<file path="src/spg_pkg.sv">
package spg_pkg;
    // Register byte offsets on the system control block
    localparam logic [11:0] SPG_RUN_GATES_OFF   = 12'h108;
    localparam logic [11:0] SPG_SLEEP_GATES_OFF = 12'h118;
    localparam logic [11:0] SPG_DEEP_GATES_OFF  = 12'h128;
    localparam logic [11:0] SPG_RUN_CFG_OFF     = 12'h060;
    localparam logic [11:0] SPG_INT_STAT_OFF    = 12'h1F0;
    localparam logic [11:0] SPG_INT_MASK_OFF    = 12'h1F4;
    localparam logic [11:0] SPG_MODE_STAT_OFF   = 12'h1F8;
    // Field layout
    localparam int          SPG_NUM_PORTS   = 5;
    localparam int          SPG_ACG_BIT     = 11;
    localparam int          SPG_EV_FAULT    = 0;
    localparam int          SPG_EV_MODE     = 1;
    localparam int          SPG_NUM_EV      = 2;
    localparam logic [4:0]  SPG_GATES_RST   = 5'h00;
    localparam logic [31:0] SPG_WORD_ZERO   = 32'h0000_0000;
    // AHB encodings
    localparam logic [1:0]  SPG_HTRANS_NSEQ = 2'h2;
    localparam logic [1:0]  SPG_HTRANS_SEQ  = 2'h3;
    localparam logic [2:0]  SPG_HSIZE_WORD  = 3'h2;
    // Power mode, Gray along run->sleep->deep
    typedef enum logic [1:0] {
        SPG_MODE_RUN   = 2'b00,
        SPG_MODE_SLEEP = 2'b01,
        SPG_MODE_DEEP  = 2'b11
    } spg_mode_t;
endpackage : spg_pkg

</file>
<file path="src/spg_gate_if.sv">
`timescale 1ns/100ps
// Gate word and its register write strobe shared by the bank
interface spg_gate_if;
    logic       wr_en;   // Write strobe
    logic [4:0] wr_data; // New gate bits
    logic [4:0] gates;   // Stored gate bits
    modport ctl  (output wr_en, output wr_data, input gates);
    modport bank (input wr_en, input wr_data, output gates);
endinterface : spg_gate_if

</file>
<file path="src/spg_gate_reg.sv">
`timescale 1ns/100ps
// One gating register: five read-write bits, cleared at reset
module spg_gate_reg
    import spg_pkg::*;
(
    // Clock and reset
    input  wire logic clk_in,
    input  wire logic rst_n_in,
    // Register port
    spg_gate_if.bank  g
);
    logic [4:0] gates_q; // Stored gate bits

    // Gate storage, all ports unclocked after reset
    always_ff @(posedge clk_in or negedge rst_n_in) begin
        if (!rst_n_in) begin
            gates_q <= SPG_GATES_RST;
        end else if (g.wr_en) begin
            gates_q <= g.wr_data;
        end
    end
    assign g.gates = gates_q;
endmodule : spg_gate_reg

</file>
<file path="src/spg_clock_gating.sv">
`timescale 1ns/100ps
// Notes on behaviour
// - Sleep gate register sits at 0x118
// - Bits 4..0 gate ports E..A, read-write
// - Bit one clocks port, zero disables it
// - Access to gated-off port gives bus fault
// - Reset clears all gates to zero
// - Bits 31..5 read zero, software preserves
// - Sleep register used only during sleep
// - Sleep gates apply only with auto gating
// - Run gate register at 0x108
// - Deep-sleep gate register at 0x128
module spg_clock_gating
    import spg_pkg::*;
#(
    parameter int NPORTS = SPG_NUM_PORTS
) (
    // Clock and reset
    input  wire logic              clk_in,
    input  wire logic              rst_n_in,
    // AHB-Lite slave
    input  wire logic              hsel_in,
    input  wire logic [31:0]       haddr_in,
    input  wire logic [1:0]        htrans_in,
    input  wire logic              hwrite_in,
    input  wire logic [2:0]        hsize_in,
    input  wire logic [31:0]       hwdata_in,
    input  wire logic              hready_in,
    output logic      [31:0]       hrdata_out,
    output logic                   hreadyout_out,
    output logic                   hresp_out,
    // Power mode requests from the processor
    input  wire logic              sleep_req_in,
    input  wire logic              deep_req_in,
    // Port access monitor from the peripheral bus
    input  wire logic              port_access_in,
    input  wire logic [2:0]        port_sel_in,
    // Port clock enables and fault
    output logic      [NPORTS-1:0] port_clk_en_out,
    output logic                   port_fault_out,
    // Interrupt
    output logic                   irq_out
);
    // Gate registers
    spg_gate_if run_g ();
    spg_gate_if slp_g ();
    spg_gate_if dsp_g ();

    spg_gate_reg u_run (.clk_in(clk_in), .rst_n_in(rst_n_in), .g(run_g));
    spg_gate_reg u_slp (.clk_in(clk_in), .rst_n_in(rst_n_in), .g(slp_g));
    spg_gate_reg u_dsp (.clk_in(clk_in), .rst_n_in(rst_n_in), .g(dsp_g));

    // Address phase capture
    logic        wr_pend_q;   // Write data phase pending
    logic [11:0] wr_addr_q;   // Write offset
    logic        acg_q;       // Auto clock gating select
    logic [1:0]  stat_q;      // Sticky events
    logic [1:0]  mask_q;      // Event mask
    spg_mode_t   mode_q;      // Current power mode
    spg_mode_t   mode_d;      // Next power mode
    logic [4:0]  en_d;        // Next clock enables
    logic        fault_ev;    // Fault seen this cycle
    logic        mode_ev;     // Mode changed this cycle
    logic        addr_ok;     // Address phase valid
    logic [11:0] off;         // Address phase offset
    logic [31:0] rd_d;        // Read mux

    assign addr_ok = hsel_in && hready_in && (htrans_in == SPG_HTRANS_NSEQ || htrans_in == SPG_HTRANS_SEQ);
    assign off     = haddr_in[11:0];

    // Write strobes into the gate banks
    always_comb begin
        run_g.wr_en   = wr_pend_q && (wr_addr_q == SPG_RUN_GATES_OFF);
        slp_g.wr_en   = wr_pend_q && (wr_addr_q == SPG_SLEEP_GATES_OFF);
        dsp_g.wr_en   = wr_pend_q && (wr_addr_q == SPG_DEEP_GATES_OFF);
        run_g.wr_data = hwdata_in[4:0];
        slp_g.wr_data = hwdata_in[4:0];
        dsp_g.wr_data = hwdata_in[4:0];
    end

    // Bus phase tracking; slave answers with no wait state
    always_ff @(posedge clk_in or negedge rst_n_in) begin
        if (!rst_n_in) begin
            wr_pend_q <= 1'b0;
            wr_addr_q <= 12'h000;
        end else begin
            wr_pend_q <= addr_ok && hwrite_in;
            wr_addr_q <= off;
        end
    end

    // Read mux; upper bits read as zero
    always_comb begin
        rd_d = SPG_WORD_ZERO;
        case (off)
            SPG_RUN_GATES_OFF:   rd_d[4:0] = run_g.gates;
            SPG_SLEEP_GATES_OFF: rd_d[4:0] = slp_g.gates;
            SPG_DEEP_GATES_OFF:  rd_d[4:0] = dsp_g.gates;
            SPG_RUN_CFG_OFF:     rd_d[SPG_ACG_BIT] = acg_q;
            SPG_INT_STAT_OFF:    rd_d[1:0] = stat_q;
            SPG_INT_MASK_OFF:    rd_d[1:0] = mask_q;
            SPG_MODE_STAT_OFF:   rd_d[1:0] = mode_q;
            default:             rd_d = SPG_WORD_ZERO;
        endcase
    end

    // Read data register, loaded in the address phase
    always_ff @(posedge clk_in or negedge rst_n_in) begin
        if (!rst_n_in) begin
            hrdata_out    <= SPG_WORD_ZERO;
            hreadyout_out <= 1'b0;
            hresp_out     <= 1'b0;
        end else begin
            hreadyout_out <= 1'b1; // Always ready, OKAY response
            hresp_out     <= 1'b0;
            if (addr_ok && !hwrite_in) begin
                hrdata_out <= rd_d;
            end
        end
    end

    // Auto gating select and mask registers
    always_ff @(posedge clk_in or negedge rst_n_in) begin
        if (!rst_n_in) begin
            acg_q  <= 1'b0;
            mask_q <= 2'b00;
        end else if (wr_pend_q) begin
            if (wr_addr_q == SPG_RUN_CFG_OFF) begin
                acg_q <= hwdata_in[SPG_ACG_BIT];
            end
            if (wr_addr_q == SPG_INT_MASK_OFF) begin
                mask_q <= hwdata_in[1:0];
            end
        end
    end

    // Power mode tracking
    always_comb begin
        if (deep_req_in) begin
            mode_d = SPG_MODE_DEEP;
        end else if (sleep_req_in) begin
            mode_d = SPG_MODE_SLEEP;
        end else begin
            mode_d = SPG_MODE_RUN;
        end
    end

    always_ff @(posedge clk_in or negedge rst_n_in) begin
        if (!rst_n_in) begin
            mode_q <= SPG_MODE_RUN;
        end else begin
            mode_q <= mode_d;
        end
    end

    // Select which bank drives the enables; run bank unless auto gating in sleep or deep
    always_comb begin
        case (mode_d)
            SPG_MODE_SLEEP: en_d = acg_q ? slp_g.gates : run_g.gates;
            SPG_MODE_DEEP:  en_d = acg_q ? dsp_g.gates : run_g.gates;
            default:        en_d = run_g.gates;
        endcase
    end

    // Clock enables, registered so ports see a clean edge
    always_ff @(posedge clk_in or negedge rst_n_in) begin
        if (!rst_n_in) begin
            port_clk_en_out <= '0;
        end else begin
            port_clk_en_out <= en_d[NPORTS-1:0];
        end
    end

    // Fault on access to an unclocked port
    assign fault_ev = port_access_in && (port_sel_in < 3'(NPORTS))
                      && !port_clk_en_out[port_sel_in];
    assign mode_ev  = (mode_d != mode_q);

    always_ff @(posedge clk_in or negedge rst_n_in) begin
        if (!rst_n_in) begin
            port_fault_out <= 1'b0;
        end else begin
            port_fault_out <= fault_ev;
        end
    end

    // Sticky status; a new event wins over a clear
    always_ff @(posedge clk_in or negedge rst_n_in) begin
        if (!rst_n_in) begin
            stat_q <= 2'b00;
        end else begin
            for (int i = 0; i < SPG_NUM_EV; i++) begin
                if ((i == SPG_EV_FAULT && fault_ev) || (i == SPG_EV_MODE && mode_ev)) begin
                    stat_q[i] <= 1'b1;
                end else if (wr_pend_q && wr_addr_q == SPG_INT_STAT_OFF && hwdata_in[i]) begin
                    stat_q[i] <= 1'b0;
                end
            end
        end
    end

    // Interrupt level
    always_ff @(posedge clk_in or negedge rst_n_in) begin
        if (!rst_n_in) begin
            irq_out <= 1'b0;
        end else begin
            irq_out <= |(stat_q & mask_q);
        end
    end
endmodule : spg_clock_gating

</file>
<file path="config.mk">
export PLATFORM = sky130hd
export DESIGN_NAME = spg_clock_gating
export DESIGN_NICKNAME = d
export VERILOG_FILES = /design/src/spg_pkg.sv /design/src/spg_gate_if.sv /design/src/spg_gate_reg.sv /design/src/spg_clock_gating.sv
export SDC_FILE = /design/constraint.sdc
export NUM_CORES = 1
export LEC_CHECK = 0
export ABC_AREA = 1
export BUFFER_PORTS_ARGS = -buffer_cell sky130_fd_sc_hd__buf_2
export CAP_MARGIN = 25
export CORE_MARGIN = 2
export CORE_UTILIZATION = 30
export CTS_CLUSTER_SIZE = 25
export DETAILED_ROUTE_END_ITERATION = 16
export SETUP_SLACK_MARGIN = 0.2
export SYNTH_ARGS = -nofsm -noshare
export SYNTH_HDL_FRONTEND = slang
export SYNTH_SLANG_ARGS = --single-unit
export TNS_END_PERCENT = 5
</file>
<file path="constraint.sdc">
create_clock -name clk_in -period 2 [get_ports clk_in]
set_clock_uncertainty 0.2 [all_clocks]
set_input_delay 0.1 -clock clk_in [delete_from_list [all_inputs] [get_ports clk_in]]
set_output_delay 0.1 -clock clk_in [all_outputs]
set_load 0.02 [all_outputs]
</file>
# Word-level counts from Yosys, hierarchy flattened
# Cells that the tools add are included.
# Widths: inputs -> output; s select.
[classes]
n_lt_le_gt_ge = 2
n_eq_ne = 18
n_mux = 14
n_bitwise = 1
n_reduce_logical = 20
[ops]
columns = ["operator", "n"]
rows = [
  ["$eq 12x9->1 const B", 11],
  ["$eq 12x7->1 const B", 2],
  ["$logic_and 1x1->1", 12],
  ["$pmux 2 s6", 1],
  ["$mux 5", 2],
  ["$pmux 5 s2", 1],
  ["$pmux 3 s3", 1],
  ["$mux 1", 7],
  ["$eq 2x2->1 const B", 3],
  ["$lt 3x4->1 const B", 1],
  ["$reduce_and 2->1", 2],
  ["$reduce_bool 2->1", 2],
  ["$bmux 1 s3", 1],
  ["$lt 3x3->1 const B", 1],
  ["$and 2x2->2", 1],
  ["$eq 2x1->1 const B", 1],
  ["$logic_not 1->1", 2],
  ["$mux 2", 1],
  ["$ne 2x2->1", 1],
  ["$reduce_or 2->1", 1],
  ["$logic_or 1x1->1", 1],
]
[totals]
ff_bits = 49
inputBits = 80
out_inout_bits = 41
elab_cells = 70

# Logic depth before layout (Yosys ltp)
# Gate-level depths: netlist of the first run.
[logic_depth]
word_depth = 5
mapped_depth = 8
ltp_nobuf = 8

# Cells and area by module
# From an unflattened synthesis of the first run, not the netlist that was laid out.
[hier_totals]
cells_unflattened = 316
area_unflattened_um2 = 2560.0
[by_module_without_submodules]
columns = ["mod", "instances", "cells_each", "area_each_um2", "seq_area_each_um2"]
rows = [
  ["spg_clock_gating", 1, 253, 2004.4, 850.8],
  ["spg_gate_reg", 3, 21, 185.2, 125.1],
]

# Worst setup path before layout of the first run
# No wires, ideal clock.
[synth_timing]
kind = "register to register"
startpoint = "reg wr_addr_q[2]"
endpoint = "reg u_run.gates_q[0] (netlist: u_run.g.gates[0])"
setup_ns = 0.077
arrival_ns = 1.154
required_ns = 1.723
slack_ns = 0.569
stages_incl_launch_ff = 8
n_path_buf = 0
synth_period_minus_slack_ns = 1.431
path_cell_list = "dfrtp_1 > inv_2 > nand2_1 > nor2_4 > nand3_2 > nor3_4 > nor2_1 > a21oi_1"
[synth_via]
elab_chain_cells = 2
[synth_rtl]
columns = ["element", "line_no", "rtl"]
rows = [
  ["start, declared", "spg_clock_gating.sv:55", "logic [11:0] wr_addr_q;"],
  ["start signal, assigned", "spg_clock_gating.sv:85", "wr_addr_q <= 12'h000;"],
  ["start signal, assigned", "spg_clock_gating.sv:88", "wr_addr_q <= off;"],
  ["$eq 12x9->1", "spg_clock_gating.sv:73", "run_g.wr_en = wr_pend_q && (wr_addr_q == SPG_RUN_GATES_OFF);"],
  ["$logic_and 1x1->1", "spg_clock_gating.sv:73", ""],
  ["end signal, assigned", "spg_gate_reg.sv:19", "gates_q <= g.wr_data;"],
  ["end, declared", "spg_gate_reg.sv:12", "logic [4:0] gates_q;"],
]
# No other way between the ends.
# A chain may end at the register's enable or synchronous reset.

# Worst setup path after layout of the first run
[layout_timing]
startpoint = "in haddr_in[9]"
endpoint = "reg hrdata_out[3]"
[layout_via]
elab_chain_cells = 2
elab_cells_between_ends = 4
classes_between = "eq/ne: 3; mux: 1"
[layout_rtl]
columns = ["element", "line_no", "rtl"]
rows = [
  ["start, declared", "spg_clock_gating.sv:23", "input wire logic [31:0] haddr_in,"],
  ["$eq 12x9->1", "spg_clock_gating.sv:95", "case (off)"],
  ["$pmux 3 s3 *", "spg_clock_gating.sv:95", ""],
  ["end signal, assigned", "spg_clock_gating.sv:117", "hrdata_out <= rd_d;"],
  ["end, declared", "spg_clock_gating.sv:29", "output logic [31:0] hrdata_out,"],
]
# Every way passes the cells marked *; elsewhere a longest branch is shown, timed or not.

==> results of run 1 <==
## metal layers
| layer | routed length [um] | share of wire | track usage | up-vias |
|---|---|---|---|---|
| li1 | - | - | - | 1076 |
| met1 | 2500 | 0.45 | 0.168 | 1000 |
| met2 | 2750 | 0.49 | 0.239 | 59 |
| met3 | 282 | 0.050 | 0.0263 | 6 |
| met4 | 66 | 0.012 | 0.0386 | 0 |
| met5 | 0 | 0 | 0 | - |
## logic make-up (layout without fill, tap and decap cells)
kind of cell           Yosys count  in the layout  share of synthesized area
buffers and inverters           59            111                      0.131
and+or+nand+nor                157            157                      0.286
DFF                             49             49                      0.496
other                            2             28                    0.00304
AOI/OAI and AO/OA               36             36                     0.0841
## path summary, 6_finish.rpt
check	startpoint	end	slack, ns	depth (start not counted)
max in group asynchronous	rst_n_in	stat_q[1]$_DFFE_PN0P_	0.95	3
min in group asynchronous	rst_n_in	wr_addr_q[2]$_DFF_PN0_	0.23	3
max	haddr_in[9]	hrdata_out[3]$_DFFE_PN0P_	0.34	9
max reg2reg	wr_addr_q[2]$_DFF_PN0_	u_run.g.gates[4]$_DFFE_PN0P_	0.36	7
min	port_sel_in[1]	port_fault_out$_DFF_PN0_	0.02	5
min reg2reg	hrdata_out[2]$_DFFE_PN0P_	hrdata_out[2]$_DFFE_PN0P_	0.28	2
## synth_stat cells, types with 3 or more instances
cell	number
nand4_1	5
nand3_1	22
o21ai_0	8
nor2_1	35
nor3_1	6
a221o_1	4
inv_1	28
nand2_1	76
inv_2	3
o21ai_1	11
a21oi_1	11
buf_4	27
dfrtp_1	49
nor4_1	3
## timing repair
| item | 4_1_cts | 5_1_grt |
|---|---|---|
| hold endpoints to repair | 86 | 0 |
| hold buffers | 26 | 0 |
| endpoints found under the setup margin | 0 | 5 |
| gates resized for setup | 0 | 10 |
## stage by stage
| stage | instance area (um^2) | power, mW | std cells | utilization | hold slack [ns] |
|---|---|---|---|---|---|
| 6_report | 3120 | 1.87 | 486 | 0.386 | 0.0184 |
| 4_1_cts | 3070 | 1.90 | 486 | 0.380 | 0.0143 |
| 3_3_place_gp | 2730 | 1.29 | 452 | 0.337 | 0.0267 |
| 5_1_grt | 3120 | 1.97 | 486 | 0.386 | 0.0664 |
| 2_1_floorplan | 2570 | 1.24 | 329 | - | -0.396 |
| 3_5_place_dp | 2730 | 1.29 | 452 | 0.337 | 0.0258 |
## area by class of cell
cell class                      instances  area [um^2]  area share
Clock buffer                            6         72.6      0.0233
Clock inverter                          2         10.0     0.00321
Inverter                               31          116      0.0373
Multi-Input combinational cell        221         1070       0.342
Sequential cell                        49         1230       0.393
Tap cell                              105          131      0.0421
Timing Repair Buffer                   72          498       0.160
## critical path: cells and delay by family
kind / cells / cell delay (ns)
AND/OR/NAND/NOR: 7 / 0.93
buffers and inverters: 2 / 0.67
## sequential cells by signal (all words and copies together) (netlist names)
| register | count |
|---|---|
| acg_q | 1 |
| hrdata_out | 6 |
| hreadyout_out | 1 |
| irq_out | 1 |
| mask_q | 2 |
| mode_q | 2 |
| port_clk_en_out | 5 |
| port_fault_out | 1 |
| stat_q | 2 |
| u_dsp.g.gates | 5 |
| u_run.g.gates | 5 |
| u_slp.g.gates | 5 |
| wr_addr_q | 12 |
| wr_pend_q | 1 |
## report_power, final
group,switching [mW],leakage [nW],internal (mW)
Clock,0.317,0.0450,0.243
Combinational,0.173,1.06,0.0980
Sequential,0.0205,0.516,1.02
==> impl_results.md, run 1 <==
* Die height at 94.8 um
* Number of synthesized flops with an enable pin at 0
* CTS Buf Count at 5
* Critical path type: input pin to register
* Filler cell count in the final layout at 852
* Starting Density at 0.305
* Distinct cells, synth at 24
* Antenna violations before repair at 0
* GP Congestion at 0.850
* WL per Instance at 11.5 um
* Worst setup SP type: input pin
* Worst endpoint required time at around 2 ns
* I/O Buffers at 43
* CTS Sinks at 49
* Setup tns final at 0 ns
* Final wirelength at 5.60 mm
* Synth warn at 0
* Post-Synthesis Cell Area at between 2000 and 2500 um^2
* Iteration-0 DRC Markers at between 100 and 150
* Die area at 8980 um^2
* Synth Flop Type: dfrtp_1
* CP Data Arrival Time at 1.70 ns
* I/O pins at 121
* Core area at 8090 um^2
* Static leakage at between 1.5 and 2 nW
* Final setup fails at 0
* Clock Tree Root: clkbuf_8
* Pin count of the biggest net entering global routing at 50
* Top cell type by total area after synthesis: dfrtp_1
* TritonRoute pass-1 iters at 4
* Worst setup margin at 0.338 ns
* CP max FO at 7
* Routed Antenna Nets at 0
* Worst Setup End Kind: register
* Pins Over Slew Limit at 0
* Total number of vias at about 2,100
* First-pass GRT wire length at roughly 9.4 mm
* Final Hold Vio Count at 0
* Share of the synthesized area in the top cell type at 0.496
* Slew margin rel. at 0.589
* Max-cap violations at 0
* Syn Inst Count at 303
* Clock Tree Buf Depth at 2
* Layout cells sized above 1 at 0.189
* Gr ovfl total at 0
* Clk slew on worst S/H paths at 0.09 ns
* Most frequent CP cell: nand2_1
* Antenna diodes at 0
* Area grow syn2layout at 26.3%
* Die X at 94.8 um
* Crit share post-route at 0.831
* Least-Margin Pin Slew at 0.616 ns
* Post-DP HPWL at 4.20 mm
* # rows at 33
* Peak supply drop at 0.219 mV
* Asr flop ratio synth at 1.00
* Vias per cell at between 4 and 5
* Commonest non-fill, non-tap cell in the layout: nand2_1
* Sequential fraction of the synthesis area at 0.496
* Postcts setup bufs at 0
* Power per Cell Area at 601 nW/um^2
* Clk_lat worst skew at approximately 0.3 ns
* CTS tree: built
* Crit-path max cell delay at 0.53 ns
* Commonest non-fill, non-tap cells in the layout: nand2_1 (76), dfrtp_1 (49), buf_2 (43)
* Top post-synthesis cells by area: dfrtp_1 (50%), nand2_1 (12%), buf_4 (8.2%), nor2_1 (5.3%), nand3_1 (4.5%)
* Nets at between 400 and 500
* Total track usage at 0.136
* Mean Syn Cell Area at 8.16 um^2
* Status: complete, no violations
* Achievable frequency at 0.602 GHz
* Synth Register Bits at 49
* Worst min path class: input pin to register
* CP max-delay cell: dlygate4sd3_1
* Placement Setup Slack at 0.365 ns
* DRC violations left at 0
* Minimum clock period at 1.66 ns
* RSZ-0062 raised after global routing: yes
* H-tree levels at 2
* Vias in the first global route at between 2,000 and 2,500
* Critical path, cell by cell: dlygate4sd3_1 > buf_2 > nor2_1 > nand2_2 > nor3_2 > nand2_1 > nand3_1 > nand2_1 > nand2_1
No activity file was read; power rests on OpenSTA's default activity.
==> run 2, diff against run 1 <==
--- a/config.mk
+++ b/config.mk
@@ -5,7 +5,7 @@
 export SDC_FILE = /design/constraint.sdc
 export NUM_CORES = 1
 export LEC_CHECK = 0
-export ABC_AREA = 1
+export ABC_AREA = 0
 export BUFFER_PORTS_ARGS = -buffer_cell sky130_fd_sc_hd__buf_2
 export CAP_MARGIN = 25
 export CORE_MARGIN = 2
==> constraint.sdc (replaced) <==
create_clock -name clk_in -period 1.7 [get_ports clk_in]
set_clock_uncertainty 0.2 [all_clocks]
set_input_delay 0.085 -clock clk_in [delete_from_list [all_inputs] [get_ports clk_in]]
set_output_delay 0.085 -clock clk_in [all_outputs]
set_load 0.02 [all_outputs]
==> run 2 against run 1 <==
The flow now finishes with violations (setup timing). Sequential share of layout area shrank 0.82 points. Combinational power grew 7%. Synthesized cell count shrank 33%. Flip-flop and latch count is the same. Critical path type is now register to register. Critical endpoint is now u_slp.g.gates[3]$_DFFE_PN0P_.
==> impl_results.md, run 2 <==
* CP max-delay cell: or4b_4 (was dlygate4sd3_1)
* Clk slew on worst S/H paths at 0.09 ns (about the same)
* Design area at 3190 um^2 (was 3120 um^2)
* Die X at 93.2 um (was 94.8 um)
* Synth Register Bits at 49 (unchanged)
* Pins Over Slew Limit at 0 (unchanged)
* Nets at 374 (was 460)
* Iteration-0 DRC Markers at 80 (was 126)
* Final setup fails at 20 (was 0)
* Worst setup margin at -0.333 ns (was 0.338 ns)
* Max-cap violations at 0 (unchanged)
* Clk_lat worst skew at 0.31 ns (was 0.30 ns)
* GP Congestion at 0.796 (was 0.850)
* Top post-synthesis cells by area: dfrtp_1 (51%), buf_4 (8.5%), mux2_2 (8.5%), nand2_1 (2.0%), nor4b_4 (2.0%) (was dfrtp_1 (50%), nand2_1 (12%), buf_4 (8.2%), nor2_1 (5.3%), nand3_1 (4.5%))
* Largest regs: wr_addr_q (12), hrdata_out (6) (unchanged)
* Static leakage at 1.52 nW (was 1.62 nW)
* Commonest non-fill, non-tap cell in the layout: dfrtp_1 (was nand2_1)
* Synth cell count leaders: dfrtp_1 (49), buf_4 (27), mux2_2 (18) (was nand2_1 (76), dfrtp_1 (49), nor2_1 (35))
* First-pass GRT wire length at 9.21 mm (was 9.42 mm)
* Commonest non-fill, non-tap cells in the layout: dfrtp_1 (49), buf_2 (43), conb_1 (28) (was nand2_1 (76), dfrtp_1 (49), buf_2 (43))
* Die height at 93.2 um (was 94.8 um)
* Area grow syn2layout at 33.4% (was 26.3%)
* Dpl cell area at 2750 um^2 (was 2730 um^2)
* CP Launch Point: wr_addr_q[1]$_DFF_PN0_ (was haddr_in[9])
* Sequential fraction of the synthesis area at 0.513 (was 0.496)
* Power per Cell Area at 708 nW/um^2 (was 601 nW/um^2)
* Failing checks: setup timing
* Achievable frequency at 0.492 GHz
* Worst Setup End Kind: register (unchanged)
* Clock Tree Buf Depth at 2 (unchanged)
* Worst endpoint required time at 1.70 ns (was 2.04 ns)
* Final Hold Vio Count at 0 (unchanged)
* CTS tree: built (unchanged)
* Top cell type by total area after synthesis: dfrtp_1 (unchanged)
* Crit-path max cell delay at 0.60 ns (was 0.53 ns)
* Post-Synthesis Cell Area at 2390 um^2 (was 2470 um^2)
* Pin count of the biggest net entering global routing at 50 (unchanged)
* Critical path type: register to register (was input pin to register)
* CP Data Arrival Time at 2.03 ns (was 1.70 ns)
* WL per Instance at 14.5 um (was 11.5 um)
* Number of synthesized flops with an enable pin at 0 (unchanged)
* Routed Antenna Nets at 0 (unchanged)
* I/O Buffers at 43 (unchanged)
* Vias per cell at 4.71 (was 4.41)
* Tot Pwr at 2.26 mW (was 1.87 mW)
* RSZ-0062 raised after global routing: yes (unchanged)
* I/O pins at 121 (unchanged)
* Crit share post-route at 1.20
* Antenna diodes at 0 (unchanged)
* Total number of vias at 1,868 (was 2,141)
* H-tree levels at 2 (unchanged)
* Register area at 1230 um^2 (unchanged)
* Clock Tree Root: clkbuf_8 (unchanged)
* Multi-input logic area at 1070 um^2 (about the same)
* Core area at 7730 um^2 (was 8090 um^2)
* CP max FO at 5 (was 7)
* DRC violations left at 0 (unchanged)
* Reg2reg start: wr_addr_q[1]$_DFF_PN0_ (was wr_addr_q[2]$_DFF_PN0_)
* Synth Flop Type: dfrtp_1 (unchanged)
* Minimum clock period at 2.03 ns
* Mean Syn Cell Area at 11.7 um^2 (was 8.16 um^2)
* Vias in the first global route at 1,864 (was 2,033)
* CTS Buf Count at 5 (unchanged)
* Asr flop ratio synth at 1.00 (unchanged)
* Post-DP HPWL at 4.06 mm (was 4.20 mm)
* Worst min path class: input pin to register (unchanged)
* Max reg flops at 12 (unchanged)
* Synth warn at 0 (unchanged)
* Gr ovfl total at 0 (unchanged)
* Setup tns final at -5.72 ns (was 0 ns)
* Peak supply drop at 0.267 mV (was 0.219 mV)
* Worst setup SP type: register (was input pin)
* Critical path, cell by cell: or4b_4 > nor4b_4 > buf_4 > mux2_2 (was dlygate4sd3_1 > buf_2 > nor2_1 > nand2_2 > nor3_2 > nand2_1 > nand3_1 > nand2_1 > nand2_1)
* CTS Sinks at 49 (unchanged)
* Largest Register: wr_addr_q (unchanged)
* Final wirelength at 5.75 mm (was 5.60 mm)
* Die area at 8690 um^2 (was 8980 um^2)
* Share of the synthesized area in the top cell type at 0.513 (was 0.496)
* Min-delay src: haddr_in[11] (was port_sel_in[1])
* Syn Inst Count at 204 (was 303)
* Starting Density at 0.309 (was 0.305)
* Layout cells sized above 1 at 0.346 (was 0.189)
* Distinct cells, synth at 40 (was 24)
* # rows at 32 (was 33)
* TritonRoute pass-1 iters at 4 (unchanged)
* Total track usage at 0.138 (was 0.136)
* Antenna violations before repair at 0 (unchanged)
* Filler cell count in the final layout at 738 (was 852)
* Count leader, synth: dfrtp_1 (was nand2_1)
* Status: finished, violations left (was complete, no violations)
==> run 2: path summary, 6_finish.rpt <==
check,cells after the start,end,slack [ns]
min in group asynchronous,3,wr_addr_q[9]$_DFF_PN0_,0.08
setup reg to reg,4,u_slp.g.gates[3]$_DFFE_PN0P_,-0.33
hold / removal,4,hrdata_out[11]$_DFFE_PN0P_,0.05
hold reg to reg,2,hrdata_out[2]$_DFFE_PN0P_,0.29
max in group asynchronous,3,acg_q$_DFFE_PN0P_,0.99
setup / recovery,4,u_slp.g.gates[3]$_DFFE_PN0P_,-0.33
==> run 2: repair_timing <==
action	in CTS	in global routing
pin swaps	6	1
hold endpoints to repair	91	1
gates cloned	0	0
buffers inserted	0	1
hold buffers	27	1
resized for setup	3	6
setup endpoints to repair	20	26
==> run 2: metrics by stage <==
| stage | cells | hold slack, ns | worst slack (ns) | util |
|---|---|---|---|---|
| final | 397 | 0.0523 | -0.333 | 0.412 |
| after global routing | 397 | 0.0697 | -0.380 | 0.412 |
| after CTS | 395 | 0.0317 | -0.328 | 0.406 |
| after detailed placement | 360 | -0.103 | -0.347 | 0.356 |
| after global placement | 360 | -0.108 | -0.368 | 0.356 |
| after floorplan | 230 | -0.411 | -0.263 | - |
==> run 2: cell type report <==
type	count	area share
clock inverters	1	0.00157
well taps	102	0.0400
multi-input cells	145	0.335
clock buffers	7	0.0302
inverters	3	0.00353
repair buffers	90	0.205
flip-flops and latches	49	0.385
==> run 2: power breakdown <==
| part | leakage [nW] | switching [mW] | internal, mW | total (mW) |
|---|---|---|---|---|
| clock | 0.0542 | 0.386 | 0.368 | 0.754 |
| sequential | 0.625 | 0.0205 | 1.19 | 1.21 |
| combinational | 0.839 | 0.168 | 0.122 | 0.290 |
| total | 1.52 | 0.575 | 1.68 | 2.26 |
==> run 2: metal layers <==
metal / up-vias / share of wire / GRT usage
met1: 907 / 0.43 / 0.170
met2: 66 / 0.48 / 0.227
li1: 878 / - / -
met5: - / 0 / 0
met4: 0 / 0.029 / 0.0637
met3: 17 / 0.057 / 0.0346
==> run 2: critical path, delay by kind of cell (launching register included) <==
kind | cells | cell delay [ns]
flops | 1 | 0.40
mux | 1 | 0.32
buf+inv | 1 | 0.18
simple gates | 2 | 0.82
==> run 2: kinds of logic (layout without fill, tap and decap cells) <==
group,after synthesis,in the layout,synth area share
and+or+nand+nor,55,55,0.168
other,2,28,0.00314
AOI/OAI and AO/OA,38,38,0.102
buffers and inverters,36,101,0.0990
DFF,49,49,0.513
muxes,23,23,0.111
xor gates and xnor gates,1,1,0.00367
